## src/design/angle_spi_map.vh

```
/*
 * constants for the angle sensor spi target port: primary offsets,
 * frame field positions, reset values and crc settings.
 * assumes it is included by its bare name from the design file.
 */
`ifndef ANGLE_SPI_MAP_VH
`define ANGLE_SPI_MAP_VH

// primary register offsets (5-bit)
`define OFS_EXT_WR_TARGET 5'h01
`define OFS_EXT_WR_HIGH 5'h02
`define OFS_EXT_WR_LOW 5'h03
`define OFS_EXT_WR_CMD 5'h04
`define OFS_EXT_RD_TARGET 5'h05
`define OFS_EXT_RD_CMD 5'h06
`define OFS_EXT_RD_HIGH 5'h07
`define OFS_EXT_RD_LOW 5'h08
`define OFS_ANGLE_STATUS 5'h0c
`define OFS_ANGLE_MAIN 5'h0e
`define OFS_ERROR_WORD 5'h0f
// pseudo addresses reported after a write or a bad frame
`define OFS_AFTER_WRITE 5'h10
`define OFS_AFTER_BAD_CRC 5'h11

// command frame fields
`define CMD_RW_BIT 30
`define CMD_ADDR_HI 29
`define CMD_ADDR_LO 25
`define CMD_DATA_HI 21
`define CMD_DATA_LO 6
`define FRAME_BITS 6'h20

// extended command/state register fields
`define XCMD_START_BIT 0
`define XCMD_DONE_BIT 1
`define XCMD_BUSY_BIT 15

// angle status register field
`define ANGLE_RDY_BIT 0

// reset values
`define RST_REG16 16'h0000
`define RST_ADDR5 5'h00
`define RST_COUNT3 3'h0

// crc: x^5 + x^2 + 1, seeded all ones
`define CRC_SEED 5'h1f
`define CRC_POLY 5'h05

`endif

```

## src/design/angle_spi_port.v

```verilog
/*
 * spi target port of the angle sensor: mode 3 sampling of the pins,
 * 32-bit frame receive and transmit, crc check and generation, the
 * primary register bank with indirect extended-memory registers.
 * assumes sclk, cs_n and mosi come from an outside controller and are
 * asynchronous to clk; the extended memory and angle logic sit on clk.
 */
// Functional notes
// - full duplex spi mode 3
// - one 32-bit msb-first frame per select
// - command bit 30: one write, zero read
// - bits 29:25 give primary register address
// - write stores bits 21:6, read ignores them
// - command crc covers bits 30:5
// - response bit 31 fixed one
// - response 30:26 echo previous read address
// - response 25:23 three-bit frame counter
// - bit 22 sticky or of unmasked errors
// - bit 5 same sticky error or, also set after bad crc
// - response 21:6 addressed register contents
// - response crc covers bits 30:5
// - crc x^5+x^2+1 seeded all ones
// - bad crc frame causes no access
// - extended access goes through primary registers
// - extended write uses offsets 1 to 4
// - extended read uses 5,6 then 7,8
// - after bad crc: addr 0x11, errors, bit5
// - after write: addr 0x10, main angle
// - status ones until ready and first read
`timescale 1ns/10ps
`default_nettype none
`include "angle_spi_map.vh"

module angle_spi_port
(
  // clock and reset
  input wire clk,
  input wire reset,
  // spi pins
  input wire sclk,
  input wire cs_n,
  input wire mosi,
  output reg miso,
  output reg miso_oe,
  // angle and error sources
  input wire [15:0] angle_main,
  input wire [15:0] angle_status,
  input wire [15:0] error_word,
  input wire error_active,
  input wire slew_limit_error,
  // extended memory side
  output reg ext_wr_req,
  output reg [15:0] ext_wr_addr,
  output reg [31:0] ext_wr_data,
  input wire ext_wr_done,
  output reg ext_rd_req,
  output reg [15:0] ext_rd_addr,
  input wire ext_rd_done,
  input wire [31:0] ext_rd_data
);

  // serial crc over a 26-bit field, msb first
  function [4:0] crc26;
    input [25:0] bits;
    reg [4:0] c;
    reg fb;
    integer i;
    begin
      c = `CRC_SEED;
      for (i = 25; i >= 0; i = i - 1)
      begin
        fb = c[4] ^ bits[i];
        c = {c[3:0], 1'b0} ^ (fb ? `CRC_POLY : 5'h00);
      end
      crc26 = c;
    end
  endfunction

  // two-stage synchronisers for the pins
  reg sclk_s1_r, sclk_s2_r, sclk_s3_r;
  reg cs_s1_r, cs_s2_r, cs_s3_r;
  reg mosi_s1_r, mosi_s2_r;

  // receive and transmit shift state
  reg [31:0] rx_r; // incoming bits
  reg [5:0] bit_cnt_r; // rising edges seen this frame
  reg [31:0] tx_r; // outgoing bits still to drive

  // response context left by the last completed frame
  reg [4:0] resp_addr_r; // address the next response reports
  reg bad_crc_r; // last frame failed its check
  reg [2:0] frame_cnt_r; // frames exchanged
  reg status_r; // sticky error indication
  reg por_r; // power-on status still pending
  reg presented_r; // status value shown in the current response

  // primary registers
  reg [15:0] wr_target_r, wr_high_r, wr_low_r;
  reg [15:0] rd_target_r, rd_high_r, rd_low_r;
  reg wr_busy_r, wr_done_r, rd_busy_r, rd_done_r;

  // edge detects, taken only from settled synchroniser stages
  wire sclk_rise = sclk_s2_r & ~sclk_s3_r; // capture edge in mode 3
  wire sclk_fall = ~sclk_s2_r & sclk_s3_r; // launch edge in mode 3
  wire cs_fall = ~cs_s2_r & cs_s3_r;
  wire selected = ~cs_s2_r;

  // frame completes on the 32nd capture edge while selected
  wire frame_end = selected & sclk_rise & (bit_cnt_r == `FRAME_BITS - 6'h01);
  wire [31:0] frame = {rx_r[30:0], mosi_s2_r};
  wire crc_ok = (crc26(frame[30:5]) == frame[4:0]);
  wire is_write = frame[`CMD_RW_BIT];
  wire [4:0] cmd_addr = frame[`CMD_ADDR_HI:`CMD_ADDR_LO];
  wire [15:0] cmd_data = frame[`CMD_DATA_HI:`CMD_DATA_LO];
  // bit 31 never feeds any decision; bits 24:22 and 5 only enter the crc check
  wire good_frame = frame_end & crc_ok;
  wire good_write = good_frame & is_write;
  wire good_read = good_frame & ~is_write;
  wire err_cond = error_active | slew_limit_error;
  wire angle_ready = angle_status[`ANGLE_RDY_BIT];

  // contents of a primary register, read at response load time
  reg [15:0] rd_mux;
  always @*
  begin
    case (resp_addr_r)
      `OFS_EXT_WR_TARGET: rd_mux = wr_target_r;
      `OFS_EXT_WR_HIGH: rd_mux = wr_high_r;
      `OFS_EXT_WR_LOW: rd_mux = wr_low_r;
      `OFS_EXT_WR_CMD: rd_mux = {wr_busy_r, 13'h0000, wr_done_r, 1'b0};
      `OFS_EXT_RD_TARGET: rd_mux = rd_target_r;
      `OFS_EXT_RD_CMD: rd_mux = {rd_busy_r, 13'h0000, rd_done_r, 1'b0};
      `OFS_EXT_RD_HIGH: rd_mux = rd_high_r;
      `OFS_EXT_RD_LOW: rd_mux = rd_low_r;
      `OFS_ANGLE_STATUS: rd_mux = angle_status;
      `OFS_ANGLE_MAIN: rd_mux = angle_main;
      `OFS_AFTER_WRITE: rd_mux = angle_main;
      `OFS_ERROR_WORD: rd_mux = error_word;
      `OFS_AFTER_BAD_CRC: rd_mux = error_word;
      default: rd_mux = 16'h0000; // unmapped locations read zero
    endcase
  end

  // response word assembled from the stored context
  wire shown = por_r | status_r;
  wire [25:0] resp_body = {resp_addr_r, frame_cnt_r, shown, rd_mux,
                           shown | bad_crc_r};
  wire [31:0] resp_word = {1'b1, resp_body, crc26(resp_body)};

  // pin synchronisers; the first stage feeds only the second
  always @(posedge clk)
  begin
    if (reset)
    begin
      sclk_s1_r <= 1'b1;
      sclk_s2_r <= 1'b1;
      sclk_s3_r <= 1'b1;
      cs_s1_r <= 1'b1;
      cs_s2_r <= 1'b1;
      cs_s3_r <= 1'b1;
      mosi_s1_r <= 1'b0;
      mosi_s2_r <= 1'b0;
    end
    else
    begin
      sclk_s1_r <= sclk;
      sclk_s2_r <= sclk_s1_r;
      sclk_s3_r <= sclk_s2_r;
      cs_s1_r <= cs_n;
      cs_s2_r <= cs_s1_r;
      cs_s3_r <= cs_s2_r;
      mosi_s1_r <= mosi;
      mosi_s2_r <= mosi_s1_r;
    end
  end

  // receive shifter; deselect throws away a partial frame
  always @(posedge clk)
  begin
    if (reset)
    begin
      rx_r <= 32'h00000000;
      bit_cnt_r <= 6'h00;
    end
    else if (!selected)
    begin
      bit_cnt_r <= 6'h00;
    end
    else if (sclk_rise && bit_cnt_r != `FRAME_BITS)
    begin
      rx_r <= frame;
      bit_cnt_r <= bit_cnt_r + 6'h01; // extra clocks past 32 are ignored
    end
  end

  // transmit shifter; bit 31 is put out at select so it is valid early
  always @(posedge clk)
  begin
    if (reset)
    begin
      tx_r <= 32'h00000000;
      miso <= 1'b0;
      miso_oe <= 1'b0;
      presented_r <= 1'b0;
    end
    else
    begin
      miso_oe <= selected;
      if (cs_fall)
      begin
        miso <= resp_word[31];
        tx_r <= {resp_word[30:0], 1'b0};
        presented_r <= shown;
      end
      else if (selected && sclk_fall && bit_cnt_r != 6'h00)
      begin
        // first falling edge only opens the frame; later ones advance it
        miso <= tx_r[31];
        tx_r <= {tx_r[30:0], 1'b0};
      end
    end
  end

  // response context, frame counter and status flags
  always @(posedge clk)
  begin
    if (reset)
    begin
      resp_addr_r <= `RST_ADDR5;
      bad_crc_r <= 1'b0;
      frame_cnt_r <= `RST_COUNT3;
      status_r <= 1'b0;
      por_r <= 1'b1;
    end
    else
    begin
      if (frame_end)
      begin
        frame_cnt_r <= frame_cnt_r + 3'h1;
        bad_crc_r <= ~crc_ok;
        if (!crc_ok)
          resp_addr_r <= `OFS_AFTER_BAD_CRC;
        else if (is_write)
          resp_addr_r <= `OFS_AFTER_WRITE;
        else
          resp_addr_r <= cmd_addr; // data follows in the next frame
      end
      // power-on ones hold until angle ready and a completed read
      if (good_read && angle_ready)
        por_r <= 1'b0;
      // a new error in the clearing cycle keeps the flag set
      if (err_cond)
        status_r <= 1'b1;
      else if (good_read && presented_r)
        status_r <= 1'b0;
    end
  end

  // primary register writes and indirect extended memory control
  always @(posedge clk)
  begin
    if (reset)
    begin
      wr_target_r <= `RST_REG16;
      wr_high_r <= `RST_REG16;
      wr_low_r <= `RST_REG16;
      rd_target_r <= `RST_REG16;
      rd_high_r <= `RST_REG16;
      rd_low_r <= `RST_REG16;
      wr_busy_r <= 1'b0;
      wr_done_r <= 1'b0;
      rd_busy_r <= 1'b0;
      rd_done_r <= 1'b0;
      ext_wr_req <= 1'b0;
      ext_wr_addr <= `RST_REG16;
      ext_wr_data <= 32'h00000000;
      ext_rd_req <= 1'b0;
      ext_rd_addr <= `RST_REG16;
    end
    else
    begin
      ext_wr_req <= 1'b0;
      ext_rd_req <= 1'b0;
      // done flags: software clears by writing one, completion wins
      if (good_write && cmd_addr == `OFS_EXT_WR_CMD && cmd_data[`XCMD_DONE_BIT])
        wr_done_r <= 1'b0;
      if (good_write && cmd_addr == `OFS_EXT_RD_CMD && cmd_data[`XCMD_DONE_BIT])
        rd_done_r <= 1'b0;
      if (good_write)
      begin
        case (cmd_addr)
          `OFS_EXT_WR_TARGET: wr_target_r <= cmd_data;
          `OFS_EXT_WR_HIGH: wr_high_r <= cmd_data;
          `OFS_EXT_WR_LOW: wr_low_r <= cmd_data;
          `OFS_EXT_RD_TARGET: rd_target_r <= cmd_data;
          `OFS_EXT_WR_CMD:
            if (cmd_data[`XCMD_START_BIT] && !wr_busy_r)
            begin
              // launch an extended write from the staged words
              ext_wr_req <= 1'b1;
              ext_wr_addr <= wr_target_r;
              ext_wr_data <= {wr_high_r, wr_low_r};
              wr_busy_r <= 1'b1;
            end
          `OFS_EXT_RD_CMD:
            if (cmd_data[`XCMD_START_BIT] && !rd_busy_r)
            begin
              ext_rd_req <= 1'b1;
              ext_rd_addr <= rd_target_r;
              rd_busy_r <= 1'b1;
            end
          default: ; // other locations are read-only here
        endcase
      end
      // completions from the extended memory side
      if (ext_wr_done)
      begin
        wr_busy_r <= 1'b0;
        wr_done_r <= 1'b1;
      end
      if (ext_rd_done)
      begin
        rd_high_r <= ext_rd_data[31:16];
        rd_low_r <= ext_rd_data[15:0];
        rd_busy_r <= 1'b0;
        rd_done_r <= 1'b1;
      end
    end
  end

endmodule

`default_nettype wire

```

## config.mk

```make
export PLATFORM = sky130hd
export DESIGN_NAME = angle_spi_port
export DESIGN_NICKNAME = d
export VERILOG_FILES = /design/src/design/angle_spi_port.v
export VERILOG_INCLUDE_DIRS = /design/src /design/src/design
export SDC_FILE = /design/constraint.sdc
export NUM_CORES = 1
export LEC_CHECK = 0
export ABC_AREA = 1
export BUFFER_PORTS_ARGS = -buffer_cell sky130_fd_sc_hd__buf_2
export CORE_UTILIZATION = 45
export DETAILED_ROUTE_END_ITERATION = 6
export HOLD_SLACK_MARGIN = 0.06
export PLACE_DENSITY = 0.71
export SETUP_SLACK_MARGIN = 0.02
export SYNTH_ARGS = -nofsm -noshare
export SYNTH_HDL_FRONTEND = slang
export SYNTH_SLANG_ARGS = --single-unit
```

## constraint.sdc

```tcl
create_clock -name clk -period 9.7 [get_ports clk]
set_input_delay 0 -clock clk [delete_from_list [all_inputs] [get_ports clk]]
set_output_delay 0 -clock clk [all_outputs]
set_load 0.01 [all_outputs]
```

# ---- Yosys cells after proc, flatten, opt, wreduce, memory -nomap -nowiden
# Cells that the tools add are included.
dict set report totals {
  ff_bits 255
  output_inout_bits 68
  wordCells 278
  input_bits 89
}
dict set report op_classes {
  n_reduce_logical 32
  bitwise_logic 121
  eq_ne 22
  n_addsub 2
  muxes 67
}
# cell n
set op_table {}
lappend op_table {{bitwise XOR 5 x 3 -> 5 bit} 50}
lappend op_table {{case mux 16 bit (11 select lines)} 1}
lappend op_table {{two-way mux 3 bit} 52}
lappend op_table {{two-way mux 32 bit} 2}
lappend op_table {{bitwise XOR 1 bit} 50}
lappend op_table {{equality test 5 x 3 -> 1 bit, second input constant} 7}
lappend op_table {{equality test 5 x 2 -> 1 bit, second input constant} 4}
lappend op_table {{equality test 5 x 4 -> 1 bit, second input constant} 4}
lappend op_table {{logical AND 1 bit} 11}
lappend op_table {{equality test 5 x 1 -> 1 bit, second input constant} 2}
lappend op_table {{equality test 5 bit, second input constant} 2}
lappend op_table {{two-way mux 1 bit} 10}
lappend op_table {{two-way mux 5 bit} 2}
lappend op_table {{AND reduction 2 bit} 5}
lappend op_table {{OR reduction 2 bit} 5}
lappend op_table {{bitwise AND 1 bit} 8}
lappend op_table {{NOT 1 bit} 8}
lappend op_table {{NOT 2 -> 4 bit} 2}
lappend op_table {{nonzero test 2 bit} 4}
lappend op_table {{adder 6 x 1 -> 6 bit, second input constant} 1}
lappend op_table {{equality test 6 x 5 -> 1 bit, second input constant} 1}
lappend op_table {{inequality test 6 bit, second input constant} 1}
lappend op_table {{AND reduction 3 bit} 2}
lappend op_table {{nonzero test 6 bit} 1}
lappend op_table {{other kinds (5)} 9}

# ---- Logic depth before layout (Yosys ltp)
dict set report logic_depth {
  depth_word 84
  ltp_mapped 37
  depth_no_buf 35
}

# ---- Worst setup path before layout
# No wires, ideal clock.
dict set report synth_timing {
  path_kind {register -> register}
  startpoint {register rx_r[29]}
  endpoint {register wr_target_r[13]}
  arrival_ns 3.189
  period_less_slack_ns 3.302
  stages_incl_launch_ff 35
  path_slack_ns 6.398
  path_buffers 1
  t_required_ns 9.587
  setup_time_ns 0.113
  path_cell_list {dfxtp_1 inv_1 ha_1 inv_2 nand2_1 nand2_1 nand2_1 nand2_2 inv_2 nand2_1 nand2_1 nand2_1 nand2_1 nand2_1 nand2_1 inv_2 nand2_1 nand2_2 nand2_1 nand2_1 nand2_2 nand2_2 nand2_2 nand2_1 nand2_1 nand2_1 nor2_1 nand3_2 clkinv_2 nand2_2 nor2_4 inv_2 buf_6 nor2_1 nor2_1}
}
dict set report synth_between {
  elab_chain_cells 47
  word_cells_on_any_way 73
  classes_between {1 x eq/ne; 22 x mux; 49 x bitwise; 1 x reduce/logical}
}
# element line
set synth_rtl {}
lappend synth_rtl {{start: declaration} angle_spi_port.v:85} ;# reg [31:0] rx_r;
lappend synth_rtl {{start signal: assignment} angle_spi_port.v:191} ;# rx_r <= frame;
lappend synth_rtl {{two-way mux 3 bit} angle_spi_port.v:73} ;# c = {c[3:0], 1'b0} ^ (fb ? `CRC_POLY : 5'h00);
lappend synth_rtl {{NOT 2 -> 4 bit (no line)} n/a}
lappend synth_rtl {{bitwise XOR 5 x 3 -> 5 bit (2 in series)} angle_spi_port.v:73}
lappend synth_rtl {{bitwise XOR 1 bit} angle_spi_port.v:72} ;# fb = c[4] ^ bits[i];
lappend synth_rtl {{two-way mux 3 bit} angle_spi_port.v:73}
lappend synth_rtl {{bitwise XOR 5 x 3 -> 5 bit (3 in series)} angle_spi_port.v:73}
lappend synth_rtl {{bitwise XOR 1 bit} angle_spi_port.v:72}
lappend synth_rtl {{two-way mux 3 bit} angle_spi_port.v:73}
lappend synth_rtl {{[25 not listed]} n/a}
lappend synth_rtl {{bitwise XOR 5 x 3 -> 5 bit (3 in series)} angle_spi_port.v:73}
lappend synth_rtl {{bitwise XOR 1 bit} angle_spi_port.v:72}
lappend synth_rtl {{two-way mux 3 bit} angle_spi_port.v:73}
lappend synth_rtl {{bitwise XOR 5 x 3 -> 5 bit (2 in series)} angle_spi_port.v:73}
lappend synth_rtl {{equality test 5 bit} angle_spi_port.v:111} ;# wire crc_ok = (crc26(frame[30:5]) == frame[4:0]);
lappend synth_rtl {{bitwise AND 1 bit} angle_spi_port.v:116} ;# wire good_frame = frame_end & crc_ok;
lappend synth_rtl {{bitwise AND 1 bit *} angle_spi_port.v:117} ;# wire good_write = good_frame & is_write;
lappend synth_rtl {{AND reduction 2 bit (no line) *} n/a}
lappend synth_rtl {{end signal: assignment} angle_spi_port.v:264} ;# wr_target_r <= `RST_REG16;
lappend synth_rtl {{end signal: assignment} angle_spi_port.v:292} ;# `OFS_EXT_WR_TARGET: wr_target_r <= cmd_data;
lappend synth_rtl {{end: declaration} angle_spi_port.v:98} ;# reg [15:0] wr_target_r, wr_high_r, wr_low_r;
# Mark *: on every way between the ends. The rest lies on a longest branch, timed or not.
# A chain may end at the register's enable or synchronous reset.

# ---- Worst setup path after layout
dict set report layout_timing {
  startpoint {register rx_r[29]}
  endpoint {register ext_wr_data[2]}
}
dict set report layout_between {
  elab_chain_cells 47
  word_cells_on_any_way 73
  classes_between {1 x eq/ne; 22 x mux; 49 x bitwise; 1 x reduce/logical}
}
# element line
set layout_rtl {}
lappend layout_rtl {{two-way mux 3 bit} angle_spi_port.v:73}
lappend layout_rtl {{NOT 2 -> 4 bit (no line)} n/a}
lappend layout_rtl {{bitwise XOR 5 x 3 -> 5 bit (2 in series)} angle_spi_port.v:73}
lappend layout_rtl {{bitwise XOR 1 bit} angle_spi_port.v:72}
lappend layout_rtl {{two-way mux 3 bit} angle_spi_port.v:73}
lappend layout_rtl {{bitwise XOR 5 x 3 -> 5 bit (3 in series)} angle_spi_port.v:73}
lappend layout_rtl {{bitwise XOR 1 bit} angle_spi_port.v:72}
lappend layout_rtl {{two-way mux 3 bit} angle_spi_port.v:73}
lappend layout_rtl {{[25 not listed]} n/a}
lappend layout_rtl {{bitwise XOR 5 x 3 -> 5 bit (3 in series)} angle_spi_port.v:73}
lappend layout_rtl {{bitwise XOR 1 bit} angle_spi_port.v:72}
lappend layout_rtl {{two-way mux 3 bit} angle_spi_port.v:73}
lappend layout_rtl {{bitwise XOR 5 x 3 -> 5 bit (2 in series)} angle_spi_port.v:73}
lappend layout_rtl {{equality test 5 bit} angle_spi_port.v:111}
lappend layout_rtl {{bitwise AND 1 bit} angle_spi_port.v:116}
lappend layout_rtl {{bitwise AND 1 bit *} angle_spi_port.v:117}
lappend layout_rtl {{AND reduction 3 bit (no line) *} n/a}
lappend layout_rtl {{end signal: assignment} angle_spi_port.v:302} ;# ext_wr_data <= {wr_high_r, wr_low_r};
lappend layout_rtl {{end: declaration} angle_spi_port.v:54} ;# output reg [31:0] ext_wr_data,
# Marked as above.

==> reports/qor.csv <==
metric,value,unit
io_pins,157,
synth_top_family_by_area,simple AND/OR/NAND/NOR gates,
dieHeight,171,um
coreArea,27900,sq um
ir_drop,121,uV
htreeDepth,1,
antenna_cells,0,
status,"finished, final reports clean",
synth.mux.area_fraction,0,%
synth_area,12900,sq um
hold_class,in -> reg,
vias_per_cell,5.16,
final_util,54.9,%
vias,13126,
synth-seq-area-share,39.7,%
rows,61,
slew_viol_final,0,
areaGrowthSynthToFinish,19.2,%
synth_top_area_cell,dfxtp_1,
r2r-start,rx_r[29]$_SDFFE_PP0P_,
max_cap_violations,0,
timing.hold.ws,0.0848,ns
yosysTopAreaCellShare,39.7,%
synthSimpleGateAreaFrac,30.7,%
grt_max_degree,107,
initial_core_util,46.1,%
endpoint_kind,flop,
synth.most_common_cell,nand2_1,
synth_area_per_cell,6.52,sq um
power_density,150,nW/um^2
worst_slew_pin_slew,1.14,ns
fmax,0.205,GHz
final_area,15300,sq um
cts_tree,yes,
post-route-period-util,50.4,%
synth_xor_area_share,1.55,%
wl_per_cell,15.8,um
synth_edf_count,0,
dpl_cell_area,13800,sq um
hpwl,27900,um
firstDrtPassIters,5,
root_buffer,clkbuf_16,
crit_path_start,rx_r[29]$_SDFFE_PP0P_,
async_flop_share,0,%
synth_compound_area_share,14.8,%
drt-total-wl,40200,um
fin_setup_tns,0,ns
skew,0.0112,ns
cp-start-kind,flop,
max_stage_delay,0.85,ns
cp_common_cell,nand2_1,
cp.required,10.18,ns
globalplace.congestion,0.924,
dieArea,29300,sq um
drive_gt1_share,12.6,%
yosysUniqueCellTypes,47,
die_x,171,um
grt_pass1_wl,62600,um
setup_viol,0,
nets,2238,
synthTopCellsByCount,"476 x nand2_1, 304 x inv_1, 255 x dfxtp_1",
ys_warn_count,0,
synth_nets,2070,
rsz0062_at_grt,no,
cpMaxStageDelayCell,nand3_2,
antenna_found_initial,0,
path_clk_slew,0.06,ns
drc,0,
yosys-top-cells-area,"dfxtp_1 40%, nand2_1 14%, inv_1 8.9%",
post-route-min-period,4.89,ns
worstSkewPairLatency,0.54,ns
grtUsageTotal,27.2,%
criticalPathCategory,reg -> reg,
first_global_vias,11954,
yosys_most_used_dff,dfxtp_1,
hold_viol_final,0,
grt_overflow,0,
crit_path_max_fanout,50,
slew_headroom,23.6,%
cts.sinks,255,
synth-seq-cells,255,
drt_iter0_drc,1061,
crit_arrival,5.37,ns
synthAdderAreaFrac,0.486,%
drt.antenna.violating_nets,0,
syn_inst,1976,
worstHoldStart,error_word[13],
clockBufferDepth,3,
cellLeakagePower,7.25,nW
numCtsBuffers,28,
portBuffers,156,
[where the power goes]
group / switching, W / total, W / internal (W) / leakage [nW]
Clock: 0.000436 / 0.00104 / 0.000609 / 0.437
Sequential: 0.00000744 / 0.00107 / 0.00106 / 2.07
Combinational: 0.000118 / 0.000192 / 0.0000737 / 4.74
[layer usage]
metal	global-route usage, %	vias to the layer above	wire (um)
li1	-	6601	-
met1	36.5	5907	17400
met2	42.8	514	17700
met3	3.84	104	3270
met4	13.2	0	1850
met5	0	-	0
[metrics by stage]
step | std cells | total power (W) | worst slack, ns
after floorplan | 1976 | 0.00121 | 6.40
after detailed placement | 2426 | 0.00126 | 4.84
after CTS | 2542 | 0.00232 | 4.80
after global routing | 2542 | 0.00239 | 4.15
final | 2542 | 0.00231 | 4.81
after global placement | 2426 | 0.00126 | 4.96
[repair_timing]
| item | CTS | global route |
|---|---|---|
| gates resized for setup | 0 | 0 |
| buffers inserted | 0 | 0 |
| endpoints found under the setup margin | 0 | 0 |
| endpoints found under the hold margin | 49 | 0 |
| hold buffers | 66 | 0 |
[state kept, by name, summed over array words and instances (netlist names), 3 cells and up]
name         count
wr_target_r     16
wr_high_r       16
ext_rd_addr     16
resp_addr_r      5
rx_r            30
rd_high_r       16
tx_r            31
ext_wr_data     32
bit_cnt_r        6
frame_cnt_r      3
rd_target_r     16
ext_wr_addr     16
rd_low_r        16
wr_low_r        16
[kinds of logic (layout without fill, tap and decap cells)]
group / after synthesis / count (layout)
AOI/OAI and AO/OA: 342 / 342
DFF: 255 / 255
buffers and inverters: 419 / 607
adders and majority gates: 5 / 5
and+or+nand+nor: 933 / 933
xor gates and xnor gates: 22 / 22
[cell usage in the layout (no fill, tap or decap), drive strengths merged, types with 2 or more instances in the layout]
master         n
nand2        500
inv          323
nor2         256
dfxtp        255
buf          165
o21ai        137
a21oi        120
nand3         99
dlygate4sd3   66
nand4         56
clkbuf        39
o22ai         31
a211oi        24
nor3          13
xor2          11
xnor2         11
a221oi         9
clkinv         9
or2            5
ha             5
a31oi          4
clkinvlp       4
nor4           2
a311oi         2
o2bb2ai        2
o2111ai        2
a22o           2
a2111oi        2
and2           2
o211ai         2
o221ai         2
[final cells by class]
cell class,instances,area [sq um]
well taps,378,473
flip-flops and latches,255,5110
inverters,326,1230
clock buffers,39,813
fillers,2752,12600
multi-input cells,1302,6130
clock inverters,11,90.1
repair buffers,231,1510
[critical path, delay by kind of cell, from the launching register on]
family	cells	cell delay (ns)
buffers and inverters	6	0.78
adders and majority gates	1	0.40
DFF	1	0.39
and+or+nand+nor	26	3.22
[worst paths after layout]
check / end / slack, ns / cells after the start
worst max-delay path: ext_wr_data[2]$_SDFFE_PP0P_ / 4.81 / 33
worst min-delay path: tx_r[20]$_SDFFE_PP0P_ / 0.08 / 9
worst max register to register: ext_wr_data[2]$_SDFFE_PP0P_ / 4.81 / 33
worst min register to register: mosi_s2_r$_SDFF_PP0_ / 0.40 / 2
(Power assumes the default switching activity.)
